$ cat src/dpm_pkg.sv
package dpm_pkg;

   // -----------------------------------------------------------------
   // Protection states, one-hot
   // -----------------------------------------------------------------
   typedef enum logic [3:0] {
      DPM_BOOT = 4'h1,
      DPM_OPEN = 4'h2,
      DPM_PROT = 4'h4,
      DPM_KILL = 4'h8
   } dpm_mode_t;

   // -----------------------------------------------------------------
   // Codes written to or loaded into the protection state register
   // -----------------------------------------------------------------
   localparam logic [1:0] CODE_BOOT = 2'h0;
   localparam logic [1:0] CODE_OPEN = 2'h1;
   localparam logic [1:0] CODE_PROT = 2'h2;
   localparam logic [1:0] CODE_KILL = 2'h3;

   // -----------------------------------------------------------------
   // Debug access classes
   // -----------------------------------------------------------------
   localparam logic [1:0] DAP_USER_MEM  = 2'h0;
   localparam logic [1:0] DAP_REGISTER  = 2'h1;
   localparam logic [1:0] DAP_FLASH_REG = 2'h2;
   localparam logic [1:0] DAP_ACQUIRE   = 2'h3;

   // -----------------------------------------------------------------
   // Row protection levels and reset values
   // -----------------------------------------------------------------
   localparam logic       LVL_UNPROT  = 1'h0;
   localparam logic       LVL_FULL    = 1'h1;
   localparam logic       RST_DBG_EN  = 1'h1;
   localparam logic       RST_LOCKED  = 1'h0;
   localparam int         ROWS_DEF    = 16;

   // -----------------------------------------------------------------
   // Carriers
   // -----------------------------------------------------------------
   typedef struct packed {
      logic       req;
      logic [1:0] kind;
   } dpm_dap_t;

   typedef struct packed {
      logic       req;
      logic       ext;
      logic       write;
   } dpm_row_acc_t;

   typedef struct packed {
      dpm_mode_t  mode;
      logic       dbgEn;
      logic       locked;
      logic       erasedSince;
      logic       eraseBusy;
      logic       nmi;
      logic       priv;
      logic       dapPend;
      logic       dapPrev;
      logic       dapAck;
      logic       dapDeny;
      logic       eraseGo;
      logic       eraseDeny;
      logic       rowOk;
      logic       rowDeny;
      logic [1:0] stateCode;
   } dpm_state_t;

endpackage : dpm_pkg

$ cat src/dpm_sync.sv
`timescale 1ns/10ps
// Three-stage pin synchroniser; a change counts once stages two and three agree
module dpm_sync #(
   parameter int W = 1
) (
   input  wire logic         clk,
   input  wire logic         rstn,
   input  wire logic [W-1:0] din,
   output logic      [W-1:0] dout
);

   logic [W-1:0] s1Reg;
   logic [W-1:0] s2Reg;
   logic [W-1:0] s3Reg;
   logic [W-1:0] outReg;

   // Shift chain and agreement filter
   always_ff @(posedge clk or negedge rstn) begin
      if (!rstn) begin
         s1Reg  <= '0;
         s2Reg  <= '0;
         s3Reg  <= '0;
         outReg <= '0;
      end else begin
         s1Reg <= din;
         s2Reg <= s1Reg;
         s3Reg <= s2Reg;
         if (s2Reg == s3Reg) begin
            outReg <= s3Reg;
         end
      end
   end

   assign dout = outReg;

endmodule : dpm_sync

$ cat src/dpm_row_prot.sv
`timescale 1ns/10ps
// Per-row protection level store; levels change only while an erase runs
module dpm_row_prot #(
   parameter int ROWS = 16,
   parameter int IW   = 4
) (
   input  wire logic            clk,
   input  wire logic            rstn,
   input  wire logic            lvlWr,
   input  wire logic            eraseBusy,
   input  wire logic [IW-1:0]   lvlIdx,
   input  wire logic            lvlVal,
   output logic      [ROWS-1:0] levels
);

   // One level flop per row
   genvar g;
   generate
      for (g = 0; g < ROWS; g++) begin : gRow
         logic lvlReg;
         always_ff @(posedge clk or negedge rstn) begin
            if (!rstn) begin
               lvlReg <= dpm_pkg::LVL_UNPROT;
            end else if (lvlWr && eraseBusy && (lvlIdx == IW'(g))) begin
               lvlReg <= lvlVal;
            end
         end
         assign levels[g] = lvlReg;
      end
   endgenerate

endmodule : dpm_row_prot

$ cat src/dpm_ctrl.sv
`timescale 1ns/10ps
module dpm_ctrl #(
   parameter int ROWS = dpm_pkg::ROWS_DEF,
   parameter int IW   = $clog2(dpm_pkg::ROWS_DEF)
) (
   input  wire logic                 clk,
   input  wire logic                 rstn,
   input  wire logic                 loadValid,
   input  wire logic [1:0]           loadCode,
   input  wire logic                 loadLock,
   input  wire logic                 swWrEn,
   input  wire logic [1:0]           swWrCode,
   input  wire logic                 cpuPrivReq,
   input  wire logic                 fwDbgWr,
   input  wire logic                 fwDbgVal,
   input  wire logic                 fwLockReq,
   input  wire dpm_pkg::dpm_dap_t    dapPin,
   input  wire logic                 eraseReq,
   input  wire logic                 eraseDone,
   input  wire logic                 lvlWr,
   input  wire logic [IW-1:0]        lvlIdx,
   input  wire logic                 lvlVal,
   input  wire dpm_pkg::dpm_row_acc_t rowAcc,
   input  wire logic [IW-1:0]        rowIdx,
   output logic      [1:0]           stateCode,
   output logic                      cpuPriv,
   output logic                      nmiOut,
   output logic                      dbgEnabled,
   output logic                      devLocked,
   output logic                      dapAck,
   output logic                      dapDeny,
   output logic                      eraseGo,
   output logic                      eraseDeny,
   output logic                      eraseBusy,
   output logic                      rowOk,
   output logic                      rowDeny
);

   // ----------------------------------------------------------------
   // Helpers
   // ----------------------------------------------------------------

   // Decode a state code to the one-hot mode
   function automatic dpm_pkg::dpm_mode_t codeToMode(input logic [1:0] c);
      case (c)
         dpm_pkg::CODE_OPEN: codeToMode = dpm_pkg::DPM_OPEN;
         dpm_pkg::CODE_PROT: codeToMode = dpm_pkg::DPM_PROT;
         dpm_pkg::CODE_KILL: codeToMode = dpm_pkg::DPM_KILL;
         default:            codeToMode = dpm_pkg::DPM_BOOT;
      endcase
   endfunction : codeToMode

   // Encode the one-hot mode back to its code
   function automatic logic [1:0] modeToCode(input dpm_pkg::dpm_mode_t m);
      case (m)
         dpm_pkg::DPM_OPEN: modeToCode = dpm_pkg::CODE_OPEN;
         dpm_pkg::DPM_PROT: modeToCode = dpm_pkg::CODE_PROT;
         dpm_pkg::DPM_KILL: modeToCode = dpm_pkg::CODE_KILL;
         default:           modeToCode = dpm_pkg::CODE_BOOT;
      endcase
   endfunction : modeToCode

   // ----------------------------------------------------------------
   // Pin synchronisation and row levels
   // ----------------------------------------------------------------

   dpm_pkg::dpm_dap_t dapSync;
   logic [ROWS-1:0]   levels;
   dpm_pkg::dpm_state_t st_reg;
   dpm_pkg::dpm_state_t st_next;

   dpm_sync #(.W(3)) uDapSync (
      .clk  (clk),
      .rstn (rstn),
      .din  (dapPin),
      .dout (dapSync)
   );

   dpm_row_prot #(.ROWS(ROWS), .IW(IW)) uRowProt (
      .clk       (clk),
      .rstn      (rstn),
      .lvlWr     (lvlWr),
      .eraseBusy (st_reg.eraseBusy),
      .lvlIdx    (lvlIdx),
      .lvlVal    (lvlVal),
      .levels    (levels)
   );

   // ----------------------------------------------------------------
   // Access decisions
   // ----------------------------------------------------------------

   logic privEff;
   logic limitOn;
   logic dapAllowed;
   logic rowProt;
   logic rowAllowed;
   logic eraseAllowed;

   // Restriction terms for the debug, row and erase checks; limitOn feeds only the debug check
   always_comb begin
      privEff  = (st_reg.mode == dpm_pkg::DPM_BOOT) | cpuPrivReq;
      limitOn  = (st_reg.mode != dpm_pkg::DPM_OPEN) | privEff;
      case (dapSync.kind)
         dpm_pkg::DAP_USER_MEM,
         dpm_pkg::DAP_FLASH_REG: dapAllowed = !limitOn;
         default:                dapAllowed = 1'b1;
      endcase
      if (!st_reg.dbgEn || st_reg.locked) begin
         dapAllowed = 1'b0;
      end
      rowProt = (levels[rowIdx] == dpm_pkg::LVL_FULL);
      if (!rowProt) begin
         rowAllowed = 1'b1;
      end else if (rowAcc.write) begin
         rowAllowed = 1'b0;
      end else begin
         rowAllowed = !(rowAcc.ext && (st_reg.mode == dpm_pkg::DPM_PROT));
      end
      eraseAllowed = (st_reg.mode != dpm_pkg::DPM_KILL) && !st_reg.locked
                     && (st_reg.mode != dpm_pkg::DPM_BOOT) && !st_reg.eraseBusy;
   end

   // ----------------------------------------------------------------
   // Next-state logic
   // ----------------------------------------------------------------

   // Protection state, debug control, erase and access answers
   always_comb begin
      st_next           = st_reg;
      st_next.dapAck    = 1'b0;
      st_next.dapDeny   = 1'b0;
      st_next.eraseGo   = 1'b0;
      st_next.eraseDeny = 1'b0;
      st_next.rowOk     = 1'b0;
      st_next.rowDeny   = 1'b0;

      // State transitions
      case (st_reg.mode)
         dpm_pkg::DPM_BOOT: begin
            if (loadValid) begin
               st_next.mode   = codeToMode(loadCode);
               st_next.locked = loadLock;
            end
         end
         dpm_pkg::DPM_OPEN: begin
            if (swWrEn && (swWrCode == dpm_pkg::CODE_PROT)) begin
               st_next.mode        = dpm_pkg::DPM_PROT;
               st_next.erasedSince = 1'b0;
            end else if (swWrEn && (swWrCode == dpm_pkg::CODE_KILL)) begin
               st_next.mode = dpm_pkg::DPM_KILL;
            end
         end
         dpm_pkg::DPM_PROT: begin
            if (swWrEn && (swWrCode == dpm_pkg::CODE_OPEN)
                && st_reg.erasedSince) begin
               st_next.mode = dpm_pkg::DPM_OPEN;
            end
         end
         dpm_pkg::DPM_KILL: begin
            st_next.mode = dpm_pkg::DPM_KILL;
         end
         default: begin
            st_next.mode = dpm_pkg::DPM_BOOT;
         end
      endcase
      // Other writes fall through the case unchanged

      // Erase completion, set wins over the clear on entering protected
      if (eraseDone && st_reg.eraseBusy) begin
         st_next.eraseBusy   = 1'b0;
         st_next.erasedSince = 1'b1;
      end

      // Erase start
      if (eraseReq) begin
         if (eraseAllowed) begin
            st_next.eraseGo   = 1'b1;
            st_next.eraseBusy = 1'b1;
         end else begin
            st_next.eraseDeny = 1'b1;
         end
      end

      // Firmware debug enable and permanent lock
      if (fwDbgWr && (st_reg.mode != dpm_pkg::DPM_BOOT)) begin
         st_next.dbgEn = fwDbgVal;
      end
      if (fwLockReq && (st_reg.mode != dpm_pkg::DPM_BOOT)) begin
         st_next.locked = 1'b1;
      end

      // Debug answer held back in boot; a new request edge wins over the clear
      st_next.dapPrev = dapSync.req;
      if (st_reg.dapPend && (st_reg.mode != dpm_pkg::DPM_BOOT)) begin
         st_next.dapPend = 1'b0;
         st_next.dapAck  = dapAllowed;
         st_next.dapDeny = !dapAllowed;
      end
      if (dapSync.req && !st_reg.dapPrev) begin
         st_next.dapPend = 1'b1;
      end

      // Flash row access answer
      if (rowAcc.req) begin
         st_next.rowOk   = rowAllowed;
         st_next.rowDeny = !rowAllowed;
      end

      // Privilege and NMI follow the effective privilege level
      st_next.priv      = privEff;
      st_next.nmi       = privEff;
      st_next.stateCode = modeToCode(st_next.mode);
   end

   // ----------------------------------------------------------------
   // State register
   // ----------------------------------------------------------------

   // Reset to boot with debug enabled
   always_ff @(posedge clk or negedge rstn) begin
      if (!rstn) begin
         st_reg             <= '0;
         st_reg.mode        <= dpm_pkg::DPM_BOOT;
         st_reg.dbgEn       <= dpm_pkg::RST_DBG_EN;
         st_reg.locked      <= dpm_pkg::RST_LOCKED;
         st_reg.priv        <= 1'b1;
         st_reg.nmi         <= 1'b1;
         st_reg.stateCode   <= dpm_pkg::CODE_BOOT;
      end else begin
         st_reg <= st_next;
      end
   end

   // ----------------------------------------------------------------
   // Outputs
   // ----------------------------------------------------------------

   // All outputs come from the state register
   assign stateCode  = st_reg.stateCode;
   assign cpuPriv    = st_reg.priv;
   assign nmiOut     = st_reg.nmi;
   assign dbgEnabled = st_reg.dbgEn;
   assign devLocked  = st_reg.locked;
   assign dapAck     = st_reg.dapAck;
   assign dapDeny    = st_reg.dapDeny;
   assign eraseGo    = st_reg.eraseGo;
   assign eraseDeny  = st_reg.eraseDeny;
   assign eraseBusy  = st_reg.eraseBusy;
   assign rowOk      = st_reg.rowOk;
   assign rowDeny    = st_reg.rowDeny;

   // ----------------------------------------------------------------
   // Checks
   // ----------------------------------------------------------------

   a_boot_no_dap: assert property (
      @(posedge clk) disable iff (!rstn)
      (st_reg.mode == dpm_pkg::DPM_BOOT) |=> !(dapAck || dapDeny))
      else $error("debug answer given during boot");

   a_boot_priv_hold: assert property (
      @(posedge clk) disable iff (!rstn)
      $past(st_reg.mode == dpm_pkg::DPM_BOOT) |-> cpuPriv)
      else $error("cpu not privileged in boot");

   a_boot_load_exit: assert property (
      @(posedge clk) disable iff (!rstn)
      (st_reg.mode == dpm_pkg::DPM_BOOT) && !loadValid
      |=> (st_reg.mode == dpm_pkg::DPM_BOOT))
      else $error("boot left without load");

   a_kill_sticks: assert property (
      @(posedge clk) disable iff (!rstn)
      (st_reg.mode == dpm_pkg::DPM_KILL) |=> (st_reg.mode == dpm_pkg::DPM_KILL) [*2])
      else $error("kill state left");

   a_kill_no_erase: assert property (
      @(posedge clk) disable iff (!rstn)
      (st_reg.mode == dpm_pkg::DPM_KILL) && eraseReq |=> eraseDeny && !eraseGo)
      else $error("erase started in kill");

   a_prot_open_erase: assert property (
      @(posedge clk) disable iff (!rstn)
      $past(st_reg.mode == dpm_pkg::DPM_PROT) && (st_reg.mode == dpm_pkg::DPM_OPEN)
      |-> $past(st_reg.erasedSince))
      else $error("protected left without erase");

   a_legal_moves: assert property (
      @(posedge clk) disable iff (!rstn)
      (st_reg.mode == dpm_pkg::DPM_PROT) |=> (st_reg.mode != dpm_pkg::DPM_KILL))
      else $error("illegal protected to kill move");

   a_nmi_priv: assert property (
      @(posedge clk) disable iff (!rstn)
      cpuPrivReq |=> nmiOut && cpuPriv)
      else $error("nmi dropped while privileged");

   a_lock_refuse: assert property (
      @(posedge clk) disable iff (!rstn)
      devLocked && st_reg.dapPend && (st_reg.mode != dpm_pkg::DPM_BOOT)
      |=> dapDeny && !dapAck)
      else $error("locked device answered debug");

   a_row_write_deny: assert property (
      @(posedge clk) disable iff (!rstn)
      rowAcc.req && rowAcc.write && levels[rowIdx] |=> rowDeny)
      else $error("write to protected row allowed");

   a_open_user_ok: assert property (
      @(posedge clk) disable iff (!rstn)
      (st_reg.mode == dpm_pkg::DPM_OPEN) && !cpuPrivReq && st_reg.dbgEn
      && !st_reg.locked && st_reg.dapPend |=> dapAck)
      else $error("open user mode debug refused");

   a_prot_user_deny: assert property (
      @(posedge clk) disable iff (!rstn)
      (st_reg.mode == dpm_pkg::DPM_PROT) && st_reg.dapPend
      && (dapSync.kind == dpm_pkg::DAP_USER_MEM) |=> dapDeny)
      else $error("protected allowed user memory");

endmodule : dpm_ctrl

$ cat config.mk
export PLATFORM = sky130hd
export DESIGN_NAME = dpm_ctrl
export DESIGN_NICKNAME = d
export VERILOG_FILES = /design/src/dpm_pkg.sv /design/src/dpm_sync.sv /design/src/dpm_row_prot.sv /design/src/dpm_ctrl.sv
export SDC_FILE = /design/constraint.sdc
export NUM_CORES = 1
export LEC_CHECK = 0
export BUFFER_PORTS_ARGS = -buffer_cell sky130_fd_sc_hd__buf_2
export CORE_AREA = 4 4 75 77
export CTS_CLUSTER_SIZE = 30
export DETAILED_ROUTE_END_ITERATION = 8
export DIE_AREA = 0 0 79 81
export GPL_TIMING_DRIVEN = 0
export PLACE_DENSITY = 0.68
export SLEW_MARGIN = 15
export SYNTH_ARGS = -nofsm -noshare
export SYNTH_HDL_FRONTEND = slang
export SYNTH_SLANG_ARGS = --single-unit
$ cat constraint.sdc
create_clock -name clk -period 1.7 [get_ports clk]
set_input_delay 0 -clock clk [delete_from_list [all_inputs] [get_ports clk]]
set_output_delay 0 -clock clk [all_outputs]
set_load 0.02 [all_outputs]
======== After elaboration in Yosys (flattened, before gate mapping) ========
Cells that the tools add are included.
word-level totals
  input bits .............................. 31
  bits in registers ....................... 47
  logic and storage cells ................. 148
  output and inout port bits .............. 13
cells by class
  reductions and logical operators ........ 49
  order comparisons ....................... 1
  bitwise operators ....................... 2
  multiplexer cells ....................... 28
  equality and inequality tests ........... 33
operators with widths
  cell                count
  $eq 4x4->1 const B  10
  $logic_and 1x1->1   30
  $eq 4x3->1 const B  6
  $eq 4x2->1 const B  4
  $mux 1              16
  $mux 4              4
  $pmux 4 s4          1
  $pmux 4 s3          1
  $eq 2x2->1 const B  5
  $reduce_bool 2->1   5
  $eq 4x1->1 const B  2
  $logic_not 1->1     8
  $mux 2              4
  $pmux 2 s3          1
  $lt 4x5->1 const B  1
  $bmux 1 s4          1
  $eq 2x1->1 const B  2
  $logic_not 4->1     1
  $ne 4x1->1 const B  1
  $ne 4x2->1 const B  1
  $ne 4x4->1 const B  1
  $reduce_and 2->1    2
  $eq 3x3->1          1
  $logic_not 2->1     1
  3 further kinds     4

======== Logic depth before layout (Yosys ltp) ========
Gate-level depths: netlist of the first run.
  depth after elaboration ................. 8
  depth in mapped cells ................... 5
  mapped depth without buffers ............ 4

======== Modules after synthesis ========
Synthesis of the first run repeated with hierarchy kept, for this count alone.
second synthesis, totals
  cell total of the unflattened synthesis .. 196
  area, all modules ....................... 2,260.9 um2
by module, submodules not included
  module        times used  cells an instance  seq. area each (um2)  area each (um2)
  dpm_ctrl      1           99                 479.2                 1,028.5
  dpm_row_prot  1           75                 400.4                 852.1
  dpm_sync      1           22                 300.3                 380.4

======== Worst setup path after synthesis of the first run ========
Ideal clock, no wire load.
  path kind ............................... reg-to-reg
  start ................................... register st_reg, in the netlist eraseBusy
  end ..................................... register uRowProt.gRow[8].lvlReg
  data required time ...................... 1.573 ns
  setup slack ............................. 0.160 ns
  path buffers ............................ 0
  clock period less this slack ............ 1.540 ns
  arrival time ............................ 1.413 ns
  library setup time ...................... 0.127 ns
  stages on the path, launching flop included .. 4
  cell sequence ........................... dfrtp_1 > nand2_1 > or4_1 > mux2_1
between the ends
  longest elaborated chain between the ends .. 2
ends and longest elaborated chain
  what                             RTL line            source
  start, declared                  dpm_ctrl.sv:69      dpm_pkg::dpm_state_t st_reg;
  start signal, assigned           dpm_ctrl.sv:231     st_reg <= st_next;
  $logic_and 1x1->1 (2 in series)  dpm_row_prot.sv:24  end else if (lvlWr && eraseBusy && (lvlIdx == IW'(g))) begin
  end signal, assigned             dpm_row_prot.sv:23  lvlReg <= dpm_pkg::LVL_UNPROT;
  end signal, assigned             dpm_row_prot.sv:25  lvlReg <= lvlVal;
  end, declared                    dpm_row_prot.sv:20  logic lvlReg;
No other way between the ends.
A chain may end at the register's enable or synchronous reset.

======== Worst setup path in the final report of the first run ========
Same ends and word-level chain as after synthesis.

==> impl_metrics.py, run 1 <==
metrics = {
    "run_status": {
        "status": "finished clean",
    },
    "cells_and_area": {
        "design_area_mm2": 0.002653,
        "syn2layout_area_growth_pct": 27.17,
        "largest_reg_flops": 16,
        "drive_above_1_share_pct": 37.04,
        "layout.nets": 273,
        "stdcell_count": 313,
        "antenna_cells": 0,
    },
    "synth": {
        "synth_ff_type": "dfrtp_1",
        "ys_ff_latch": 46,
        "syn_inst": 178,
        "synth_warnings": 0,
        "yosysSeqAreaShare_pct": 55.37,
        "netlist_area_mm2": 0.002086,
        "syn_nets": 209,
        "yosysUniqueCellTypes": 45,
        "async_reset_ff_share_pct": 100.0,
        "syn_avg_cell_area_um2": 11.72,
        "synth-edff-count": 0,
    },
    "worst_setup_path": {
        "start_kind": "flip-flop",
        "cp_data_required_time_ns": 1.89,
        "max_stage_delay_ns": 0.52,
        "path_class": "flip-flop to flip-flop",
        "crit_slowest_cell": "dfrtp_1",
        "cp_cell_sequence": "nand2_1 > or4_1 > mux2_1",
        "cp_num_buf_inv": 0,
        "crit_family": "simple AND/OR/NAND/NOR gates",
        "cp_max_fo": 8,
        "arrival_ns": 1.79,
        "cp-end-kind": "flip-flop",
    },
    "power_and_ir_drop": {
        "leakagePower_nw": 1.237,
        "p_seq_share_pct": 47.8,
        "p_per_area_mw_per_mm2": 1259,
        "swShare_pct": 31.40,
        "p_sw_mw": 1.049,
        "combPwrFrac_pct": 28.0,
        "internal_power_mw": 2.291,
        "total_power_mw": 3.339,
        "clkPwrFrac_pct": 24.2,
        "peakVddDrop_mv": 0.4809,
    },
    "placement": {
        "portBuffers": 42,
        "placed_area_mm2": 0.002384,
        "dp_hpwl_um": 2924,
        "dp.cells": 290,
        "pre_cts_ws_ns": -0.02672,
        "gp_congestion": 0.7852,
    },
    "sta": {
        "skew_ns": 0.004103,
        "rsz0062_at_grt": "no",
        "max_freq_ghz": 0.6226,
        "period_needed_ns": 1.606,
        "worst_slew_pin_slew_ns": 0.9888,
        "finalHoldViolations": 0,
        "max-slew-margin-rel_pct": 34.08,
        "min_period_over_period_pct": 94.48,
        "maxSlewViolCount": 0,
        "finalSetupViolations": 0,
        "setup_ws_ns": 0.09388,
        "holdWs_ns": 0.02026,
    },
    "route": {
        "dr.pass1.iters": 4,
        "ant_nets": 0,
        "drtIter0Drc": 101,
        "via_count": 1534,
        "vias_per_cell": 4.901,
        "drc_errors": 0,
        "drt-total-wl_um": 4136,
        "wl_per_cell_um": 13.21,
    },
    "global_routing": {
        "grt_start_max_net_pins": 47,
        "grt.overflow.total": 0,
        "grt_antenna_before_repair": 0,
        "grt_pass1_vias": 1514,
        "grt_pass1_wl_um": 6865,
        "track_usage_pct": 13.74,
    },
    "clock_tree": {
        "path_clk_slew_ns": 0.09,
        "tritoncts": "built",
        "clk-insertion-delay-late_ns": 0.29,
        "numCtsBuffers": 5,
        "h-tree-depth": 2,
        "clock_tree.root_cell": "clkbuf_8",
        "clock_sinks": 46,
        "clk_path_buf_depth": 2,
    },
    "floorplanning": {
        "die_w_um": 79,
        "row_count": 26,
        "die_h_um": 81,
        "initial_core_util_pct": 41.63,
        "core_mm2": 0.005010,
        "die_area_mm2": 0.006399,
        "pin_count": 44,
    },
    "hold_path": {
        "hold_class": "input port to flip-flop",
    },
    "run": {
        "drv_cap": 0,
    },
}
cells by family after synthesis:
group | synth area share, %
AND/OR/NAND/NOR | 18.30
flip-flops | 55.37
AO/OA/AOI/OAI | 8.338
multiplexers | 13.38
buffers and inverters | 2.939
XOR/XNOR | 1.680
path summary, 6_finish.rpt:
kind / startpoint / to / slack [ns] / cells after the start
setup reg to reg: eraseBusy$_DFF_PN0_ / uRowProt.gRow[8].lvlReg$_DFFE_PN0P_ / 0.09 / 3
hold / removal: fwDbgWr / dbgEnabled$_DFFE_PN1P_ / 0.02 / 3
max in group asynchronous: rstn / uDapSync.s3Reg[1]$_DFF_PN0_ / 0.69 / 2
min in group asynchronous: rstn / uDapSync.s1Reg[0]$_DFF_PN0_ / 0.41 / 2
hold reg to reg: uDapSync.s1Reg[1]$_DFF_PN0_ / uDapSync.s2Reg[1]$_DFF_PN0_ / 0.35 / 0
setup / recovery: eraseBusy$_DFF_PN0_ / uRowProt.gRow[8].lvlReg$_DFFE_PN0P_ / 0.09 / 3
cell type report:
class | count | area [µm²]
buffer | 5 | 31.28
sequential | 46 | 1155
inverter | 8 | 30.03
fill | 468 | 2357
tap | 70 | 87.58
clock buffer | 6 | 72.57
timing repair buffer | 57 | 357.8
multi-input combinational | 119 | 880.8
clock inverter | 2 | 37.54
worst reg2reg max path, cell delays in order, from the launching register on:
cell and delay [ns]:
dfrtp_1 0.52, nand2_1 0.13, or4_1 0.52, mux2_1 0.33
metrics by stage:
stage	util [%]	TNS [ns]
after floorplan	-	0
after global placement	47.58	0
after detailed placement	47.58	-0.04802
after CTS	52.75	0
after global routing	52.95	0
final	52.95	0
metal layers:
layer	vias to the layer above	share of wire (%)	GRT usage, %
li1	758	-	-
met1	738	46	16.95
met2	36	49	23.65
met3	2	4.4	3.991
met4	0	0.65	3.608
met5	-	0	0
layout by cell type (no fill, tap or decap), types with 4 or more instances in the layout:
cell type,netlist,routed
a21oi_1,4,4
buf_2,1,43
buf_4,3,4
clkbuf_8,0,5
dfrtp_1,43,43
dlygate4sd3_1,0,14
inv_1,8,8
mux2_2,22,22
nand2_1,12,12
nand2b_1,5,5
nor2_1,16,16
nor2b_1,5,4
nor3_1,4,4
o21ai_0,5,5
cells in the mapped netlist (2+ instances only):
| library cell | n | area share [%] |
|---|---|---|
| or4_1 | 2 | 0.72 |
| nor2_1 | 16 | 2.9 |
| inv_1 | 8 | 1.4 |
| buf_4 | 3 | 1.1 |
| a21oi_1 | 4 | 0.96 |
| nand2_1 | 12 | 2.2 |
| nor2b_1 | 5 | 1.5 |
| nor3_1 | 4 | 0.96 |
| nand3_1 | 2 | 0.48 |
| o21ai_0 | 5 | 1.2 |
| mux2i_1 | 2 | 0.96 |
| xor2_1 | 2 | 0.84 |
| xnor2_1 | 2 | 0.84 |
| nand4_1 | 2 | 0.60 |
| a211oi_1 | 2 | 0.72 |
| nand2b_1 | 5 | 1.5 |
| nor4b_2 | 3 | 2.2 |
| o22ai_1 | 3 | 0.90 |
| a31oi_1 | 3 | 0.90 |
| nand4b_1 | 3 | 1.3 |
| dfstp_2 | 3 | 3.8 |
| dfrtp_1 | 43 | 52 |
| mux2_2 | 22 | 12 |
power by group through the flow:
stage / Sequential, mW / Combinational (mW) / Clock [mW]
after global placement: 1.60 / 0.897 / 0
final: 1.60 / 0.936 / 0.807
after floorplan: 1.66 / 0.550 / 0
after global routing: 1.64 / 1.03 / 0.869
after CTS: 1.60 / 0.942 / 0.827
after detailed placement: 1.61 / 0.909 / 0
timing repair:
action,in CTS,in global routing
buffers inserted,0,1
endpoints found under the setup margin,2,3
cloned,0,0
hold buffers,14,0
endpoints found under the hold margin,56,0
pin swaps,0,1
resized for setup,1,1
(Power assumes the default switching activity.)
==> run 2, diff against run 1 <==
--- a/config.mk
+++ b/config.mk
@@ -6,11 +6,11 @@
 export NUM_CORES = 1
 export LEC_CHECK = 0
 export BUFFER_PORTS_ARGS = -buffer_cell sky130_fd_sc_hd__buf_2
-export CORE_AREA = 4 4 75 77
+export CORE_AREA = 2 2 73 75
 export CTS_CLUSTER_SIZE = 30
 export DETAILED_ROUTE_END_ITERATION = 8
-export DIE_AREA = 0 0 79 81
-export GPL_TIMING_DRIVEN = 0
+export DIE_AREA = 0 0 75 77
+export GPL_TIMING_DRIVEN = 1
 export PLACE_DENSITY = 0.68
 export SLEW_MARGIN = 15
 export SYNTH_ARGS = -nofsm -noshare
==> run 2 against run 1 <==
Net effect:
- clock-buffer cell count unchanged
- sequential power about the same
- worst hold slack better by 0.0094 ns
- worst setup slack better by 0.051 ns
- non-clock buffer count down 3
- critical path type unchanged
- critical endpoint is now stateCode[0]$_DFF_PN0_
==> impl_metrics.py, run 2 (same netlist as run 1, synthesis figures left out) <==
metrics = {
    "placement": {
        "dp.cells": 288,
        "placed_area_mm2": 0.002385,
        "gp_congestion": 0.8338,
        "pre_cts_ws_ns": 0.1078,
        "portBuffers": 43,
        "dp_hpwl_um": 2979,
    },
    "route": {
        "dr.pass1.iters": 4,
        "wl_per_cell_um": 13.12,
        "drt-total-wl_um": 4066,
        "drtIter0Drc": 49,
        "via_count": 1533,
        "ant_nets": 0,
        "vias_per_cell": 4.945,
        "drc_errors": 0,
    },
    "floorplanning": {
        "core_mm2": 0.004977,
        "row_count": 26,
        "die_area_mm2": 0.005775,
        "initial_core_util_pct": 41.91,
        "pin_count": 44,
        "die_h_um": 77,
        "die_w_um": 75,
    },
    "worst_setup_path": {
        "cp-end-kind": "flip-flop",
        "cp_data_required_time_ns": 1.88,
        "cp.depth": 4,
        "worstRegToRegCells": 4,
        "max_stage_delay_ns": 0.60,
        "path_class": "flip-flop to flip-flop",
        "crit_end": "stateCode[0]$_DFF_PN0_",
        "r2r-end": "stateCode[0]$_DFF_PN0_",
        "cp_cell_sequence": "or4b_4 > nor3_2 > a211o_2 > nor2_1",
        "cp_num_buf_inv": 0,
        "r2r_start": "st_reg[18]$_DFF_PN0_",
        "start_kind": "flip-flop",
        "rrSetupSlack_ns": 0.14,
        "crit_slowest_cell": "or4b_4",
        "crit_family": "simple AND/OR/NAND/NOR gates",
        "arrival_ns": 1.74,
        "crit_start": "st_reg[18]$_DFF_PN0_",
        "cp_max_fo": 6,
    },
    "cells_and_area": {
        "drive_above_1_share_pct": 37.50,
        "design_area_mm2": 0.002638,
        "postLayoutCoreUtil_pct": 52.99,
        "stdcell_count": 310,
        "layout.nets": 270,
        "fillers": 452,
        "final_cell_mix": "43 x dfrtp_1, 43 x buf_2, 22 x mux2_2, 16 x nor2_1, 14 x dlygate4sd3_1",
        "largest_reg_flops": 16,
        "antenna_cells": 0,
        "syn2layout_area_growth_pct": 26.45,
    },
    "sta": {
        "skew_ns": 0.006360,
        "maxSlewViolCount": 0,
        "max-slew-margin-rel_pct": 62.62,
        "rsz0062_at_grt": "no",
        "setup_tns_ns": 0,
        "min_period_over_period_pct": 91.47,
        "period_needed_ns": 1.555,
        "worst_slew_pin_slew_ns": 0.5607,
        "finalHoldViolations": 0,
        "holdWs_ns": 0.02966,
        "max_freq_ghz": 0.6431,
        "finalSetupViolations": 0,
        "setup_ws_ns": 0.1450,
    },
    "run": {
        "drv_cap": 0,
    },
    "clock_tree": {
        "tritoncts": "built",
        "post_cts_buffers": 0,
        "numCtsBuffers": 5,
        "clk_path_buf_depth": 2,
        "path_clk_slew_ns": 0.09,
        "clock_tree.root_cell": "clkbuf_8",
        "clock_sinks": 46,
        "clk-insertion-delay-late_ns": 0.29,
        "h-tree-depth": 2,
    },
    "global_routing": {
        "grt_pass1_wl_um": 6589,
        "grt_antenna_before_repair": 0,
        "grt_pass1_vias": 1451,
        "grt.overflow.total": 0,
        "grt_start_max_net_pins": 25,
        "track_usage_pct": 14.97,
    },
    "run_status": {
        "status": "finished clean",
    },
    "power_and_ir_drop": {
        "leakagePower_nw": 1.228,
        "total_power_mw": 3.185,
        "p_per_area_mw_per_mm2": 1208,
        "peakVddDrop_mv": 0.5478,
    },
    "hold_path": {
        "hold_class": "input port to flip-flop",
    },
}
## run 2: where the power goes
part	switching, mW	internal [mW]	leakage (nW)
Combinational	0.472	0.439	0.604
Sequential	0.203	1.39	0.576
Clock	0.351	0.327	0.0472
## run 2: timing repair
item                                    4_1_cts  5_1_grt
endpoints found under the hold margin        32        0
endpoints found under the setup margin        0        4
hold buffers                                 14        0
resized for setup                             0        3
## run 2: worst min path at each step
stage / from / to / slack [ns] / depth (start not counted)
after CTS: fwDbgWr / dbgEnabled$_DFFE_PN1P_ / 0.02 / 3
final: fwDbgWr / dbgEnabled$_DFFE_PN1P_ / 0.03 / 3
after global routing: fwDbgWr / dbgEnabled$_DFFE_PN1P_ / 0.02 / 3
after global placement: rstn / dapAck$_DFF_PN0_ / 0.008 / 1
after detailed placement: rstn / uDapSync.s2Reg[2]$_DFF_PN0_ / 0.02 / 1
after floorplan: rstn / dapAck$_DFF_PN0_ / -0.30 / 0
## run 2: final cells by class
| cell class | count | area (µm²) | share of cell area [%] |
|---|---|---|---|
| clock buffer | 6 | 82.58 | 3.131 |
| tap | 70 | 87.58 | 3.321 |
| clock inverter | 2 | 12.51 | 0.4744 |
| sequential | 46 | 1155 | 43.79 |
| inverter | 8 | 30.03 | 1.139 |
| multi-input combinational | 119 | 887.1 | 33.63 |
| timing repair buffer | 59 | 382.9 | 14.52 |
## run 2: per-layer routing
| layer | vias to the layer above | part of all wire (%) | global-route usage (%) |
|---|---|---|---|
| met5 | - | 0 | 0 |
| met4 | 0 | 2.1 | 6.250 |
| met3 | 10 | 4.3 | 3.548 |
| met2 | 33 | 46 | 22.54 |
| met1 | 733 | 48 | 20.46 |
| li1 | 757 | - | - |
## run 2: worst register-to-register path, stage by stage (launching register included)
cell,delay [ns]
dfrtp_1,0.46
or4b_4,0.60
nor3_2,0.20
a211o_2,0.15
nor2_1,0.04
